==> src/window_mapper_pkg.sv <==
// package: register map, window decode constants and carrier types
package window_mapper_pkg;

    // register indices on the plain register port
    localparam logic [3:0] REG_FLASH_BANK = 4'h0;
    localparam logic [3:0] REG_IO_PAGE = 4'h1;
    localparam logic [3:0] REG_MEM_PAGE = 4'h2;
    localparam logic [3:0] REG_OWNERSHIP = 4'h3;
    localparam logic [3:0] REG_STATUS = 4'h4;

    // reset values
    localparam logic [7:0] FLASH_BANK_RESET = 8'h00;
    localparam logic [7:0] IO_PAGE_RESET = 8'h00;
    localparam logic [7:0] MEM_PAGE_RESET = 8'h00;

    // window decode: base pattern of the high address bits
    localparam logic [1:0] FLASH_WIN_HI = 2'h2;
    localparam logic [7:0] IO_WIN_HI = 8'h40;
    localparam logic [3:0] MEM_WIN_HI = 4'h5;
    localparam int FLASH_OFS_BITS = 14;
    localparam int MEM_OFS_BITS = 12;
    localparam int BANK_BITS = 6;

    // isa i/o page that holds the dma controller's registers
    localparam logic [7:0] DMA_IO_PAGE = 8'h00;

    // one mcu access request
    typedef struct packed {
        logic valid;
        logic code_space;
        logic write;
        logic [15:0] addr;
        logic [7:0] wdata;
    } mcu_req_type;

    // one cycle on the isa bus
    typedef struct packed {
        logic valid;
        logic io_cycle;
        logic write;
        logic [19:0] addr;
        logic [7:0] wdata;
    } isa_req_type;

    // one cycle on the flash bus
    typedef struct packed {
        logic valid;
        logic write;
        logic [19:0] addr;
        logic [7:0] wdata;
    } flash_req_type;

endpackage : window_mapper_pkg
==> src/mcu_window_address_mapper.sv <==
// mcu_window_address_mapper: mcu address windows onto flash and isa buses
`timescale 1ns/1ns
`default_nettype none
module mcu_window_address_mapper (
    input wire logic i_clk,
    input wire logic i_rst,
    // register port
    input wire logic [3:0] i_reg_addr,
    input wire logic [7:0] i_reg_wdata,
    input wire logic i_reg_wr,
    input wire logic i_reg_rd,
    output logic [7:0] o_reg_rdata,
    // mcu access side
    input wire window_mapper_pkg::mcu_req_type i_mcu_req,
    output logic o_mcu_ready,
    output logic o_mcu_unmapped,
    // flash bus
    output window_mapper_pkg::flash_req_type o_flash_req,
    // shared isa bus
    output window_mapper_pkg::isa_req_type o_isa_req,
    output logic o_dma_regs_sel,
    output logic o_dma_suspend,
    input wire logic i_dma_idle,
    input wire logic i_isa_buf_hit
);
    import window_mapper_pkg::*;

    ////////////////////////////////////////////////////////////////////////
    // register write decode
    logic we_bank;
    logic we_io;
    logic we_mem;
    logic we_own;
    logic [7:0] bank_q;
    logic [7:0] bank_now;
    logic [7:0] io_page_q;
    logic [7:0] io_page_now;
    logic [7:0] mem_page_q;
    logic [7:0] mem_page_now;

    // writes and reads never overlap on this port, so decode is plain
    // an unknown index matches no register and the write is dropped
    always_comb begin
        we_bank = i_reg_wr && (i_reg_addr == REG_FLASH_BANK);
        we_io = i_reg_wr && (i_reg_addr == REG_IO_PAGE);
        we_mem = i_reg_wr && (i_reg_addr == REG_MEM_PAGE);
        we_own = i_reg_wr && (i_reg_addr == REG_OWNERSHIP);
    end

    // flash bank select, zero after reset
    page_reg #(
        .WIDTH(8),
        .RESET_VALUE(FLASH_BANK_RESET)
    ) u_bank (
        .i_clk(i_clk),
        .i_rst(i_rst),
        .i_we(we_bank),
        .i_wdata(i_reg_wdata),
        .o_value(bank_q),
        .o_next(bank_now)
    );

    // isa i/o page base
    page_reg #(
        .WIDTH(8),
        .RESET_VALUE(IO_PAGE_RESET)
    ) u_io_page (
        .i_clk(i_clk),
        .i_rst(i_rst),
        .i_we(we_io),
        .i_wdata(i_reg_wdata),
        .o_value(io_page_q),
        .o_next(io_page_now)
    );

    // isa memory page base
    page_reg #(
        .WIDTH(8),
        .RESET_VALUE(MEM_PAGE_RESET)
    ) u_mem_page (
        .i_clk(i_clk),
        .i_rst(i_rst),
        .i_we(we_mem),
        .i_wdata(i_reg_wdata),
        .o_value(mem_page_q),
        .o_next(mem_page_now)
    );

    ////////////////////////////////////////////////////////////////////////
    // isa ownership arbitration
    logic own_req_q;
    logic own_grant_q;

    // bit 0 of the ownership register requests the isa bus for the mcu
    always_ff @(posedge i_clk) begin
        if (i_rst) begin
            own_req_q <= 1'b0;
        end else if (we_own) begin
            own_req_q <= i_reg_wdata[0];
        end
    end

    // grant waits for the dma engine to go idle so no transfer is torn
    // the grant flop is what software polls in the status register
    always_ff @(posedge i_clk) begin
        if (i_rst) begin
            own_grant_q <= 1'b0;
        end else if (!own_req_q) begin
            own_grant_q <= 1'b0;
        end else if (i_dma_idle) begin
            own_grant_q <= 1'b1;
        end
    end

    // dma held off from request until the grant is dropped again
    assign o_dma_suspend = own_req_q || own_grant_q;

    // release cuts mcu isa access at once, while the grant flop still
    // drops a cycle later, so no mcu cycle goes out after dma resumes
    logic isa_owned;
    assign isa_owned = own_req_q && own_grant_q;

    ////////////////////////////////////////////////////////////////////////
    // window decode, uses forwarded page values
    logic hit_flash;
    logic hit_io;
    logic hit_mem;
    logic isa_hit;
    logic isa_blocked;

    // code fetches only see the flash window; isa windows are data only
    always_comb begin
        hit_flash = i_mcu_req.valid
            && (i_mcu_req.addr[15:14] == FLASH_WIN_HI);
        hit_io = i_mcu_req.valid && !i_mcu_req.code_space
            && (i_mcu_req.addr[15:8] == IO_WIN_HI);
        hit_mem = i_mcu_req.valid && !i_mcu_req.code_space
            && (i_mcu_req.addr[15:12] == MEM_WIN_HI);
        isa_hit = hit_io || hit_mem;
        // memory cycles into packet buffers are refused to the mcu
        isa_blocked = hit_mem && i_isa_buf_hit;
    end

    // isa requests stall until granted; flash and others never stall
    // the mcu holds its request while ready is low, so nothing is queued
    always_comb begin
        o_mcu_ready = !isa_hit || isa_owned;
    end

    ////////////////////////////////////////////////////////////////////////
    // flash bus cycle register
    // every flash window access launches exactly one flash cycle on the next edge
    always_ff @(posedge i_clk) begin
        if (i_rst) begin
            o_flash_req <= '0;
        end else begin
            o_flash_req.valid <= hit_flash;
            o_flash_req.write <= i_mcu_req.write;
            o_flash_req.addr <= {bank_now[BANK_BITS-1:0],
                i_mcu_req.addr[FLASH_OFS_BITS-1:0]};
            o_flash_req.wdata <= i_mcu_req.wdata;
        end
    end

    // isa bus cycle register
    always_ff @(posedge i_clk) begin
        if (i_rst) begin
            o_isa_req <= '0;
            o_dma_regs_sel <= 1'b0;
        end else begin
            o_isa_req.valid <= isa_hit && isa_owned && !isa_blocked;
            o_isa_req.io_cycle <= hit_io;
            o_isa_req.write <= i_mcu_req.write;
            o_isa_req.wdata <= i_mcu_req.wdata;
            if (hit_io) begin
                o_isa_req.addr <= {4'h0, io_page_now,
                    i_mcu_req.addr[7:0]};
            end else begin
                o_isa_req.addr <= {mem_page_now,
                    i_mcu_req.addr[MEM_OFS_BITS-1:0]};
            end
            o_dma_regs_sel <= hit_io && isa_owned
                && (io_page_now == DMA_IO_PAGE);
        end
    end

    // a refused or undecoded access is flagged for the cycle after
    // it completes at once, so a stray address never hangs the mcu
    always_ff @(posedge i_clk) begin
        if (i_rst) begin
            o_mcu_unmapped <= 1'b0;
        end else begin
            o_mcu_unmapped <= (isa_blocked && isa_owned)
                || (i_mcu_req.valid && !hit_flash && !isa_hit);
        end
    end

    ////////////////////////////////////////////////////////////////////////
    // register read port, data one cycle after the strobe
    // idle cycles return zero so stale data is never mistaken for a read
    always_ff @(posedge i_clk) begin
        if (i_rst) begin
            o_reg_rdata <= 8'h00;
        end else if (i_reg_rd) begin
            unique case (i_reg_addr)
                REG_FLASH_BANK: o_reg_rdata <= bank_q;
                REG_IO_PAGE: o_reg_rdata <= io_page_q;
                REG_MEM_PAGE: o_reg_rdata <= mem_page_q;
                REG_OWNERSHIP: o_reg_rdata <= {7'h00, own_req_q};
                REG_STATUS: o_reg_rdata <= {6'h00, o_dma_suspend,
                    own_grant_q};
                default: o_reg_rdata <= 8'h00;
            endcase
        end else begin
            o_reg_rdata <= 8'h00;
        end
    end

    ////////////////////////////////////////////////////////////////////////
    // checks
    // all checks run on the core clock and all but a_bank_reset_zero rest during reset; the address
    // maps skip same-cycle register writes, which a_write_applies covers for the bank register only

    // a flash cycle only ever follows an access inside the flash window
    a_flash_window: assert property (
        @(posedge i_clk) disable iff (i_rst)
        o_flash_req.valid |-> $past(i_mcu_req.valid)
        && $past(i_mcu_req.addr[15:14]) == FLASH_WIN_HI)
        else $error("flash cycle outside its window");

    // code and data accesses reach the flash window in the same way
    a_flash_both_spaces: assert property (
        @(posedge i_clk) disable iff (i_rst)
        i_mcu_req.valid && i_mcu_req.addr[15:14] == FLASH_WIN_HI
        |=> o_flash_req.valid && !o_isa_req.valid)
        else $error("flash window access not routed to flash");

    // an access that hits no window is flagged and starts no cycle
    a_unmapped_flag: assert property (
        @(posedge i_clk) disable iff (i_rst)
        i_mcu_req.valid && !hit_flash && !isa_hit
        |=> o_mcu_unmapped && !o_flash_req.valid && !o_isa_req.valid)
        else $error("undecoded access not flagged");

    // bank bits on top, mcu offset below
    a_flash_addr_map: assert property (
        @(posedge i_clk) disable iff (i_rst)
        hit_flash && !we_bank |=> o_flash_req.valid
        && o_flash_req.addr == {$past(bank_q[5:0]),
        $past(i_mcu_req.addr[13:0])})
        else $error("flash address not built from bank and offset");

    // the bank register comes out of reset at page zero
    a_bank_reset_zero: assert property (
        @(posedge i_clk)
        $past(i_rst) |-> bank_q == FLASH_BANK_RESET)
        else $error("bank register not zero after reset");

    // io page byte over the low address byte, upper nibble zero
    a_io_addr_map: assert property (
        @(posedge i_clk) disable iff (i_rst)
        hit_io && isa_owned && !we_io |=> o_isa_req.valid
        && o_isa_req.io_cycle && o_isa_req.addr == {4'h0,
        $past(io_page_q), $past(i_mcu_req.addr[7:0])})
        else $error("isa i/o address wrong");

    // code fetches never turn into isa cycles
    a_code_not_isa: assert property (
        @(posedge i_clk) disable iff (i_rst)
        i_mcu_req.valid && i_mcu_req.code_space |=> !o_isa_req.valid)
        else $error("code fetch reached the isa bus");

    // memory page byte over the window offset
    a_mem_addr_map: assert property (
        @(posedge i_clk) disable iff (i_rst)
        hit_mem && isa_owned && !i_isa_buf_hit && !we_mem
        |=> o_isa_req.valid && !o_isa_req.io_cycle
        && o_isa_req.addr == {$past(mem_page_q),
        $past(i_mcu_req.addr[11:0])})
        else $error("isa memory address wrong");

    // the dma register select only ever points at i/o page zero
    a_dma_regs_page: assert property (
        @(posedge i_clk) disable iff (i_rst)
        o_dma_regs_sel |-> o_isa_req.io_cycle
        && o_isa_req.addr[15:8] == DMA_IO_PAGE)
        else $error("dma register select off page zero");

    // an owned i/o access on page zero selects the dma registers
    a_dma_regs_hit: assert property (
        @(posedge i_clk) disable iff (i_rst)
        hit_io && isa_owned && !we_io && io_page_q == DMA_IO_PAGE
        |=> o_dma_regs_sel)
        else $error("dma registers not selected on page zero");

    // no isa cycle leaves without ownership in the cycle before
    a_isa_needs_grant: assert property (
        @(posedge i_clk) disable iff (i_rst)
        o_isa_req.valid |-> $past(isa_owned))
        else $error("isa cycle issued without ownership");

    // an isa access without ownership stalls and launches nothing
    a_stall_no_cycle: assert property (
        @(posedge i_clk) disable iff (i_rst)
        isa_hit && !isa_owned |-> !o_mcu_ready ##1 !o_isa_req.valid)
        else $error("isa access not stalled without ownership");

    // the grant only rises once requested and the dma engine is idle
    a_grant_after_idle: assert property (
        @(posedge i_clk) disable iff (i_rst)
        $rose(own_grant_q) |-> $past(own_req_q) && $past(i_dma_idle))
        else $error("grant given while dma busy or unrequested");

    // dma stays suspended under the grant and under every mcu isa cycle
    a_dma_held: assert property (
        @(posedge i_clk) disable iff (i_rst)
        o_isa_req.valid || own_grant_q |-> o_dma_suspend)
        else $error("dma running while mcu owns isa bus");

    // one cycle after release the dma engine runs again
    a_dma_resumes: assert property (
        @(posedge i_clk) disable iff (i_rst)
        !own_req_q ##1 !own_req_q |-> !o_dma_suspend)
        else $error("dma not resumed after release");

    // mcu memory cycles into packet buffers never reach the bus
    a_buf_blocked: assert property (
        @(posedge i_clk) disable iff (i_rst)
        hit_mem && i_isa_buf_hit |=> !o_isa_req.valid)
        else $error("mcu cycle reached packet buffer");

    // a refused packet buffer access is reported to the mcu
    a_buf_flagged: assert property (
        @(posedge i_clk) disable iff (i_rst)
        hit_mem && i_isa_buf_hit && isa_owned |=> o_mcu_unmapped)
        else $error("refused buffer access not flagged");

    // a bank write in the access cycle already steers that access
    a_write_applies: assert property (
        @(posedge i_clk) disable iff (i_rst)
        we_bank && hit_flash |=> o_flash_req.addr[19:14]
        == $past(i_reg_wdata[5:0]))
        else $error("bank write not applied to next access");

endmodule : mcu_window_address_mapper
`default_nettype wire

==> src/page_reg.sv <==
// page_reg: one software-writable page/base register with a reset value
`timescale 1ns/1ns
`default_nettype none
module page_reg #(
    parameter int WIDTH = 8,
    parameter logic [WIDTH-1:0] RESET_VALUE = '0
) (
    input wire logic i_clk,
    input wire logic i_rst,
    input wire logic i_we,
    input wire logic [WIDTH-1:0] i_wdata,
    output logic [WIDTH-1:0] o_value,
    output logic [WIDTH-1:0] o_next
);
    logic [WIDTH-1:0] value_q;

    // the written value is forwarded so a same-cycle access sees it
    always_comb begin
        o_next = i_we ? i_wdata : value_q;
    end

    always_ff @(posedge i_clk) begin
        if (i_rst) begin
            value_q <= RESET_VALUE;
        end else if (i_we) begin
            value_q <= i_wdata;
        end
    end

    assign o_value = value_q;
endmodule : page_reg
`default_nettype wire

==> config.mk <==
export PLATFORM = sky130hd
export DESIGN_NAME = mcu_window_address_mapper
export DESIGN_NICKNAME = d
export VERILOG_FILES = /design/src/window_mapper_pkg.sv /design/src/mcu_window_address_mapper.sv /design/src/page_reg.sv
export SDC_FILE = /design/constraint.sdc
export NUM_CORES = 1
export LEC_CHECK = 0
export ABC_AREA = 1
export BUFFER_PORTS_ARGS = -buffer_cell sky130_fd_sc_hd__buf_2
export CAP_MARGIN = 20
export CORE_MARGIN = 2
export CORE_UTILIZATION = 48
export DETAILED_ROUTE_END_ITERATION = 7
export PLACE_DENSITY = 0.91
export SLEW_MARGIN = 20
export SYNTH_ARGS = -nofsm -noshare
export SYNTH_HDL_FRONTEND = slang
export SYNTH_SLANG_ARGS = --single-unit
==> constraint.sdc <==
create_clock -name i_clk -period 1.6 [get_ports i_clk]
set_input_delay 0.48 -clock i_clk [delete_from_list [all_inputs] [get_ports i_clk]]
set_output_delay 0.48 -clock i_clk [all_outputs]
set_load 0.01 [all_outputs]
==> reports/results.txt, run 1 <==
The count of final setup violators was 7. During synthesis, Yosys emitted a total of 0 warnings. The TritonCTS buffer count was 9.

In this run the worst setup path terminates at o_mcu_ready. The number of max-slew violations in the final report is 0, and the number of cells in the design after placement is 552. The critical path is of the in2out type. The post-route non-filler standard cell count is 588.

The most numerous cell type found on the critical path is sky130_fd_sc_hd__nand2_2. For this design the static power due to leakage is 0.00220 uW. For this design, the slowest cell found on the critical path is sky130_fd_sc_hd__nor2_4.

From bottom edge to top edge, the die measures 81.7 um. After synthesis, the mean cell area works out to 7.89 um^2. The worst path needs 1710 ps of the cycle, external delays included. STA classifies the critical path endpoint as an output pin. VDD sags by at most 0.664 mV. The tools report the first-pass GRT wire length as 11600 um. The tools report the critical path required time as 1120 ps.

Clock-pin slew on the worst setup and hold paths: 70 ps. The share of the clock period used by the worst path after layout was 107%; the number of filler cells placed in the layout was 467. The measured slew at the worst slew-check pin works out to 355 ps. Summing all multi-input logic gate instances after layout gives 970 um^2.

Dividing the detail-routed wire length by the instance count gives 13.1 um. The standard-cell row count was 28. The die is 81.7 um wide. Across all register-to-register paths, the minimum setup slack is 640 ps.

The DRC violation total after the first TritonRoute iteration came out at 126. The tools report the reg-to-reg startpoint as own_req_q. In the layout the commonest cells are sky130_fd_sc_hd__buf_2, sky130_fd_sc_hd__dfxtp_1, sky130_fd_sc_hd__inv_1. The tools report the buffer cell driving the clock tree root as sky130_fd_sc_hd__clkbuf_8. The run gives 0.00589 mm^2 as the area of the core. STA puts the critical path data arrival time at 1230 ps.

Effective utilization at floorplan: 49.2%. Measured against its own limit, the worst slew margin works out to 76.3%. The share of the Yosys chip area taken by registers is 51.1%.

The synthesized netlist contains 27 unique library cells. For the final clock skew, the log shows 4.57 ps. For the maximum number of pins on one net before global-route repair, the log shows 19.

The logs give 3 for the total number of H-tree levels and 7680 um for the wire length after detailed routing. Global routing used 23.5% of the available tracks. The detail route stage leaves a number of antenna-violating nets equal to 0. Peak fanout along the critical path: 2. The number of nets in the synthesized netlist is 412. The congestion estimate from routability-driven global placement came to 0.896. The first element of the critical path was i_mcu_req[18]. Fmax: 585 MHz.

The smallest hold slack was 334 ps. The total overflow reported by the global router is 0. In this run the critical register-to-register path is captured at o_isa_req[30]. The initial antenna violation count is 0, and the layout overhead on the synthesized area is 42.1%. On the worst path, the slowest cell contributes a delay of 130 ps. The maximum count of clock buffers along a single path came out at 2.

The post-synthesis sequential element count works out to 74. Registers take 0.00148 mm^2. The critical path goes through buf_2, inv_2, nand3_4, nor2_4, nand2_2, nand2_2, nand2_2, buf_6.

The number of cells on the worst reg-to-reg path was 4; the number of nets in the layout was 553. STA classifies the critical path startpoint as an input pin. The number of maximum-capacitance violations was 0. The final reports fail on negative setup slack.

The library cell used most frequently in the layout, excluding fill and tap cells, is sky130_fd_sc_hd__buf_2. The clock net in this run drives a total of 74 sinks. The run gives 5390 um as the half-perimeter wire length after placement. The full die area is 0.00667 mm^2.

For the smallest setup slack after layout, the log shows -108 ps. The run gives 2641 as the via count of the first global-routing pass. The mapped netlist covers 0.00290 mm^2. The pre-antenna-repair detailed-routing pass consisted of 4 iterations. The logs give 0 for the final number of hold-violating endpoints and 2752 for the via count. The top-level port count came out at 118.

The run finished, with violations left. TritonCTS built the clock tree. Setup repair after global routing could not meet its margin everywhere. The path class of the tightest hold or removal check is in2reg.

The antenna cell count is 0. After detailed routing, the number of vias per cell comes to 4.68. Number of buffers inserted by hold repair at cts: 0. The total of buffers placed on input and output ports is 117. The utilization after layout was 69.9%. Clock latency on the worst-skew pair, taken at its later pin, is 340 ps.

The run gives 0 as the number of remaining DRC errors. The number of instances in the synthesized netlist is 367, and the fraction of final layout cells with drive strength greater than 1 is 42.5%. The total power divided by cell area works out to 1050 mW/mm^2.
-- area by class of cell --
cell class                 count  share of cell area [%]
clock buffer                  12                    4.01
clock inverter                 4                    2.92
inverter                      73                    6.72
multi-input combinational    186                    23.6
sequential                    74                    36.0
tap                           75                    2.28
timing repair buffer         164                    24.5
-- cells by family after synthesis --
family          count (synthesis)  share of synthesized area [%]
simple gates                  133                           20.6
buf+inv                       107                           17.9
flops                          74                           51.1
compound gates                 53                           10.4
-- registers in the layout (all words and copies together), names as in the netlist --
name / flops
own_req_q: 1
o_isa_req: 23
o_dma_regs_sel: 1
o_flash_req: 21
u_bank.o_value: 2
o_reg_rdata: 8
own_grant_q: 1
o_mcu_unmapped: 1
u_mem_page.o_value: 8
u_io_page.o_value: 8
-- synth_stat cells (all sizes together) --
master	number	area, um^2
inv	73	274
nand2	45	189
a21oi	10	50.1
nor3	4	25.0
nor3b	1	7.51
buf	27	208
clkbuf	7	36.3
o2bb2ai	3	26.3
nand4	7	43.8
o22ai	11	68.8
nor2	65	256
dfxtp	74	1480
or2	1	6.26
nand3	10	67.6
o21ai	29	156
-- report_power, final --
group	switching, uW	total, uW	leakage (uW)	internal (uW)
Combinational	228	418	0.00146	190
Clock	663	1980	0.000143	1320
Sequential	19.4	1920	0.000605	1900
-- timing repair --
| action | CTS | global route |
|---|---|---|
| gates resized for setup | 19 | 18 |
| cloned | 0 | 0 |
| pin swaps | 5 | 9 |
| setup buffers | 19 | 1 |
| endpoints found under the setup margin | 2 | 13 |
-- through the flow --
step	total power, uW	setup slack, ps	setup TNS, ps	area (um^2)
2_1_floorplan	2160	27.7	0	2900
3_3_place_gp	2310	-149	-403	3550
3_5_place_dp	2320	-245	-1710	3550
4_1_cts	4320	-99.9	-123	4040
5_1_grt	4470	-145	-536	4120
6_report	4320	-108	-191	4120
-- how the worst min path moves through the flow --
stage,to,from,cells after the start,slack (ps)
2_1_floorplan,u_bank.o_value[7],u_bank.o_value[7],2,430
3_3_place_gp,u_bank.o_value[6],u_bank.o_value[6],2,440
3_5_place_dp,o_flash_req[23],o_flash_req[23],2,450
4_1_cts,o_isa_req[3],i_mcu_req[3],3,320
5_1_grt,o_isa_req[3],i_mcu_req[3],3,320
6_report,o_isa_req[3],i_mcu_req[3],3,330
-- worst max-delay path: cells and delay by family --
| family | cells | cell delay, ps |
|---|---|---|
| buf+inv | 3 | 300 |
| simple gates | 5 | 440 |
-- metal layers --
layer	global-route usage, %	up-vias	wire [um]
li1	-	1383	-
met1	25.6	1243	2990
met2	40.2	109	3930
met3	6.92	17	545
met4	13.8	0	208
met5	0	-	0
Note: power is estimated with default switching activity, not from simulation.
==> run 2, diff against run 1 <==
- SETUP_SLACK_MARGIN: not set -> 0.5
==> run 2 against run 1 <==
The flow still finishes with violations (negative setup slack). Register-to-register slack got worse by 130 ps. First-iteration DRC count grew to 2.9 times the previous value. Non-clock buffer count increased by 7. Die area unchanged. Count of clock-buffer cells in the layout is the same. Sequential cell count stayed put. Clock power decreased by 13%. Sequential power hardly changed. Critical path type unchanged. Largest power group is now registers.
==> reports/results.txt, run 2 (synthesis gave the netlist of run 1 again) <==
In this run, post-CTS hold repair placed 0 buffers. Setup repair after global routing could not meet its margin everywhere. Once detail routing completed, the nets flagged for antenna violations numbered 0. The commonest non-fill, non-tap cell in the layout is sky130_fd_sc_hd__buf_6. The busiest layer in global routing was met2. In the final layout, the registers with the most flip-flops are o_isa_req x23, o_flash_req x21. The startpoint of the tightest hold check path is i_mcu_req[3].

The antenna cell count is 0. The run gives 365 as the DRC violation total after the first TritonRoute iteration. Combinational logic is responsible for 16.2% of the overall power.

Setup violations remaining at the end of the flow were counted as 7. The register with the most flip-flops in the final layout is o_isa_req. The cell depth of the worst min-delay path came out at 3. The total of buffers placed on input and output ports was 117. The tools report the total number of H-tree levels as 3.

The floorplan step defined a die boundary enclosing 0.00667 mm^2. The maximum count of clock buffers along a single path is 2, and the total power divided by cell area is 819 mW/mm^2. Measured along the x axis, the die boundary spans 81.7 um. The clock latency reported for the late side of the worst-skew pair was 370 ps. The initialized floorplan defines 28 standard-cell rows.

The kind of capture point of the worst setup path is an output pin. Final clock skew: 13.1 ps. The area of the core was 0.00589 mm^2.

The logs give 510 ps for the worst reg-to-reg setup slack and 5 for the number of search-and-repair iterations in the first detailed-routing pass. The peak fanout along the critical path is 2. The root buffer cell chosen for the clock tree is sky130_fd_sc_hd__clkbuf_8. The via count of the first global-routing pass is 3100. The startpoint identified for the worst register-to-register timing path is own_req_q. The tools report the critical path required time as 1120 ps. The vertical die dimension is 81.7 um, and the number of cells in the design after placement is 543. The share of total power dissipated in sequential elements is 44.3%. For the pin with the worst max-slew slack, the measured transition is 371 ps. The type of origin of the critical path is an input pin. In the routed design, unresolved DRC markers number 0. After clock tree synthesis, the clock-pin slew on the worst setup and hold paths is 70 ps.

After global routing the overflow that remains totals 0. Measured in cells, the most critical reg-to-reg path has a length of 4. The number of flip-flops under the largest register name was 23. The endpoint identified for the worst register-to-register timing path is o_dma_regs_sel. For met3 alone, demand over resource in global routing was 10.2%. TritonCTS built the clock tree.

After detailed routing, the average wire length per cell comes to 22.8 um. Summing over every cut layer, the via total after detailed routing is 3419. Counting the buffers created by CTS gives 9. The final number of hold-violating endpoints was 0.

The critical path is of the in2out type. The run gives 0.00365 mm^2 as the instance area after placement. Cell internal power was estimated by the tool at 3200 uW.

For the number of nets in the layout, the log shows 563. For this run, the number of standard cells in the final layout without fillers is 598. The run gives -237 ps as the setup slack at placement. Global routing used 52.2% of the available met2 tracks.

The top cell types in the final layout, fill and taps aside, are sky130_fd_sc_hd__buf_6, sky130_fd_sc_hd__inv_1, sky130_fd_sc_hd__buf_2. Once the floorplan was initialized, standard cells occupied 49.2% of the core. The met1 routing resource usage after global routing is 33.0%. Summing all non-filler instances in the final layout gives an area of 0.00536 mm^2. For the number of maximum-capacitance violations, the log shows 0. The path with the worst hold slack has its endpoint at o_isa_req[3]. Clock tree synthesis found a total of 74 sinks. The maximum number of pins on one net before global-route repair was 33.

The run gives 0 as the number of max-slew violations in the final report. For the clock network fraction of design power, the log shows 39.5%. The initial antenna violation count was 0; the fraction of final layout cells with drive strength greater than 1 was 68.1%.

For this design the static power due to leakage is 0.00244 uW. From synthesis to final layout, the design area changed by 85.0%. Routability-driven placement finished with a final weighted congestion of 0.928. The final reports fail on negative setup slack.

Static timing analysis puts the maximum clock frequency at 558 MHz. After layout, the minimum clock period comes to 1790 ps. In this run the count of I/O pins placed on the die edge is 118.

The worst IR drop on VDD came out at 0.787 mV. The run finished, with violations left. Dividing the detail-routed via count by the number of cells gives 5.72. The run gives -192 ps as the smallest setup slack after layout. The class of the most critical hold timing path was in2reg.

The worst slew margin relative to its limit was 75.3%; the half-perimeter wire length after placement was 5280 um. Net switching is 27.0% of the power. Net switching power figure: 1190 uW. Across every metal layer, demand over resource in global routing totals 30.1%. Wires add up to 13600 um. For the worst setup path, the data arrival time is 1310 ps. The share of the clock period used by the worst path after layout was 112%; the first-pass GRT wire length was 15000 um.
[run 2: cell types whose count changed in the layout (fill, tap and decap cells not counted), moves of 10 or more]
cell,delta
sky130_fd_sc_hd__buf_2,-62
sky130_fd_sc_hd__buf_4,-17
sky130_fd_sc_hd__buf_6,+76
sky130_fd_sc_hd__dfxtp_1,-39
sky130_fd_sc_hd__dfxtp_2,+39
sky130_fd_sc_hd__inv_1,-11
sky130_fd_sc_hd__nand2_1,-23
sky130_fd_sc_hd__nand2_2,+13
sky130_fd_sc_hd__nor2_1,-13
sky130_fd_sc_hd__o21ai_0,-19
sky130_fd_sc_hd__o21ai_4,+13
sky130_fd_sc_hd__o22ai_1,-10
[run 2: per-layer routing]
layer	routed length, um	vias up
li1	-	1426
met1	4680	1637
met2	6720	267
met3	1300	89
met4	938	0
met5	0	-
[run 2: what timing repair did]
action,4_1_cts,5_1_grt
endpoints found under the setup margin,115,121
pin swaps,24,40
cloned,3,0
resized for setup,146,133
setup buffers,24,12
[run 2: worst max path at each step]
stage | from | end | slack [ps] | depth (start not counted)
after global routing | i_mcu_req[16] | o_mcu_ready | -220 | 8
after detailed placement | i_mcu_req[22] | o_mcu_ready | -240 | 9
after floorplan | i_mcu_req[22] | o_mcu_ready | 100 | 7
after CTS | i_mcu_req[21] | o_mcu_ready | -90 | 6
after global placement | i_mcu_req[22] | o_mcu_ready | -170 | 9
final | i_mcu_req[16] | o_mcu_ready | -190 | 8
[run 2: power groups by stage]
stage          Clock, uW  Sequential, uW  Combinational [uW]
3_5_place_dp           0            1960                 388
4_1_cts             1660            1930                 528
3_3_place_gp           0            1950                 375
2_1_floorplan          0            1980                 212
6_report            1730            1940                 709
5_1_grt             1790            1950                 733
[run 2: area by class of cell]
| type | count | area, um^2 |
|---|---|---|
| multi-input combinational | 189 | 1590 |
| timing repair buffer | 171 | 1590 |
| sequential | 74 | 1530 |
| tap | 75 | 93.8 |
| clock inverter | 4 | 73.8 |
| inverter | 73 | 322 |
| clock buffer | 12 | 155 |
| fill | 194 | 528 |
[run 2: critical path, stage by stage]
cell and delay [ps]:
sky130_fd_sc_hd__buf_2 120, sky130_fd_sc_hd__nor2_2 120, sky130_fd_sc_hd__nand2_2 90, sky130_fd_sc_hd__nor2_4 110
sky130_fd_sc_hd__nand2_2 90, sky130_fd_sc_hd__nand2_2 100, sky130_fd_sc_hd__nand2_2 70, sky130_fd_sc_hd__buf_6 130
[run 2: per-stage QoR]
stage	hold slack [ps]	setup TNS [ps]	total power (uW)	util, %
floorplan	430	0	2190	-
finish	318	-818	4390	91.0
detailed placement	451	-1030	2350	62.0
CTS	320	-93.1	4120	79.5
global route	323	-892	4460	91.0
global placement	441	-435	2330	62.0
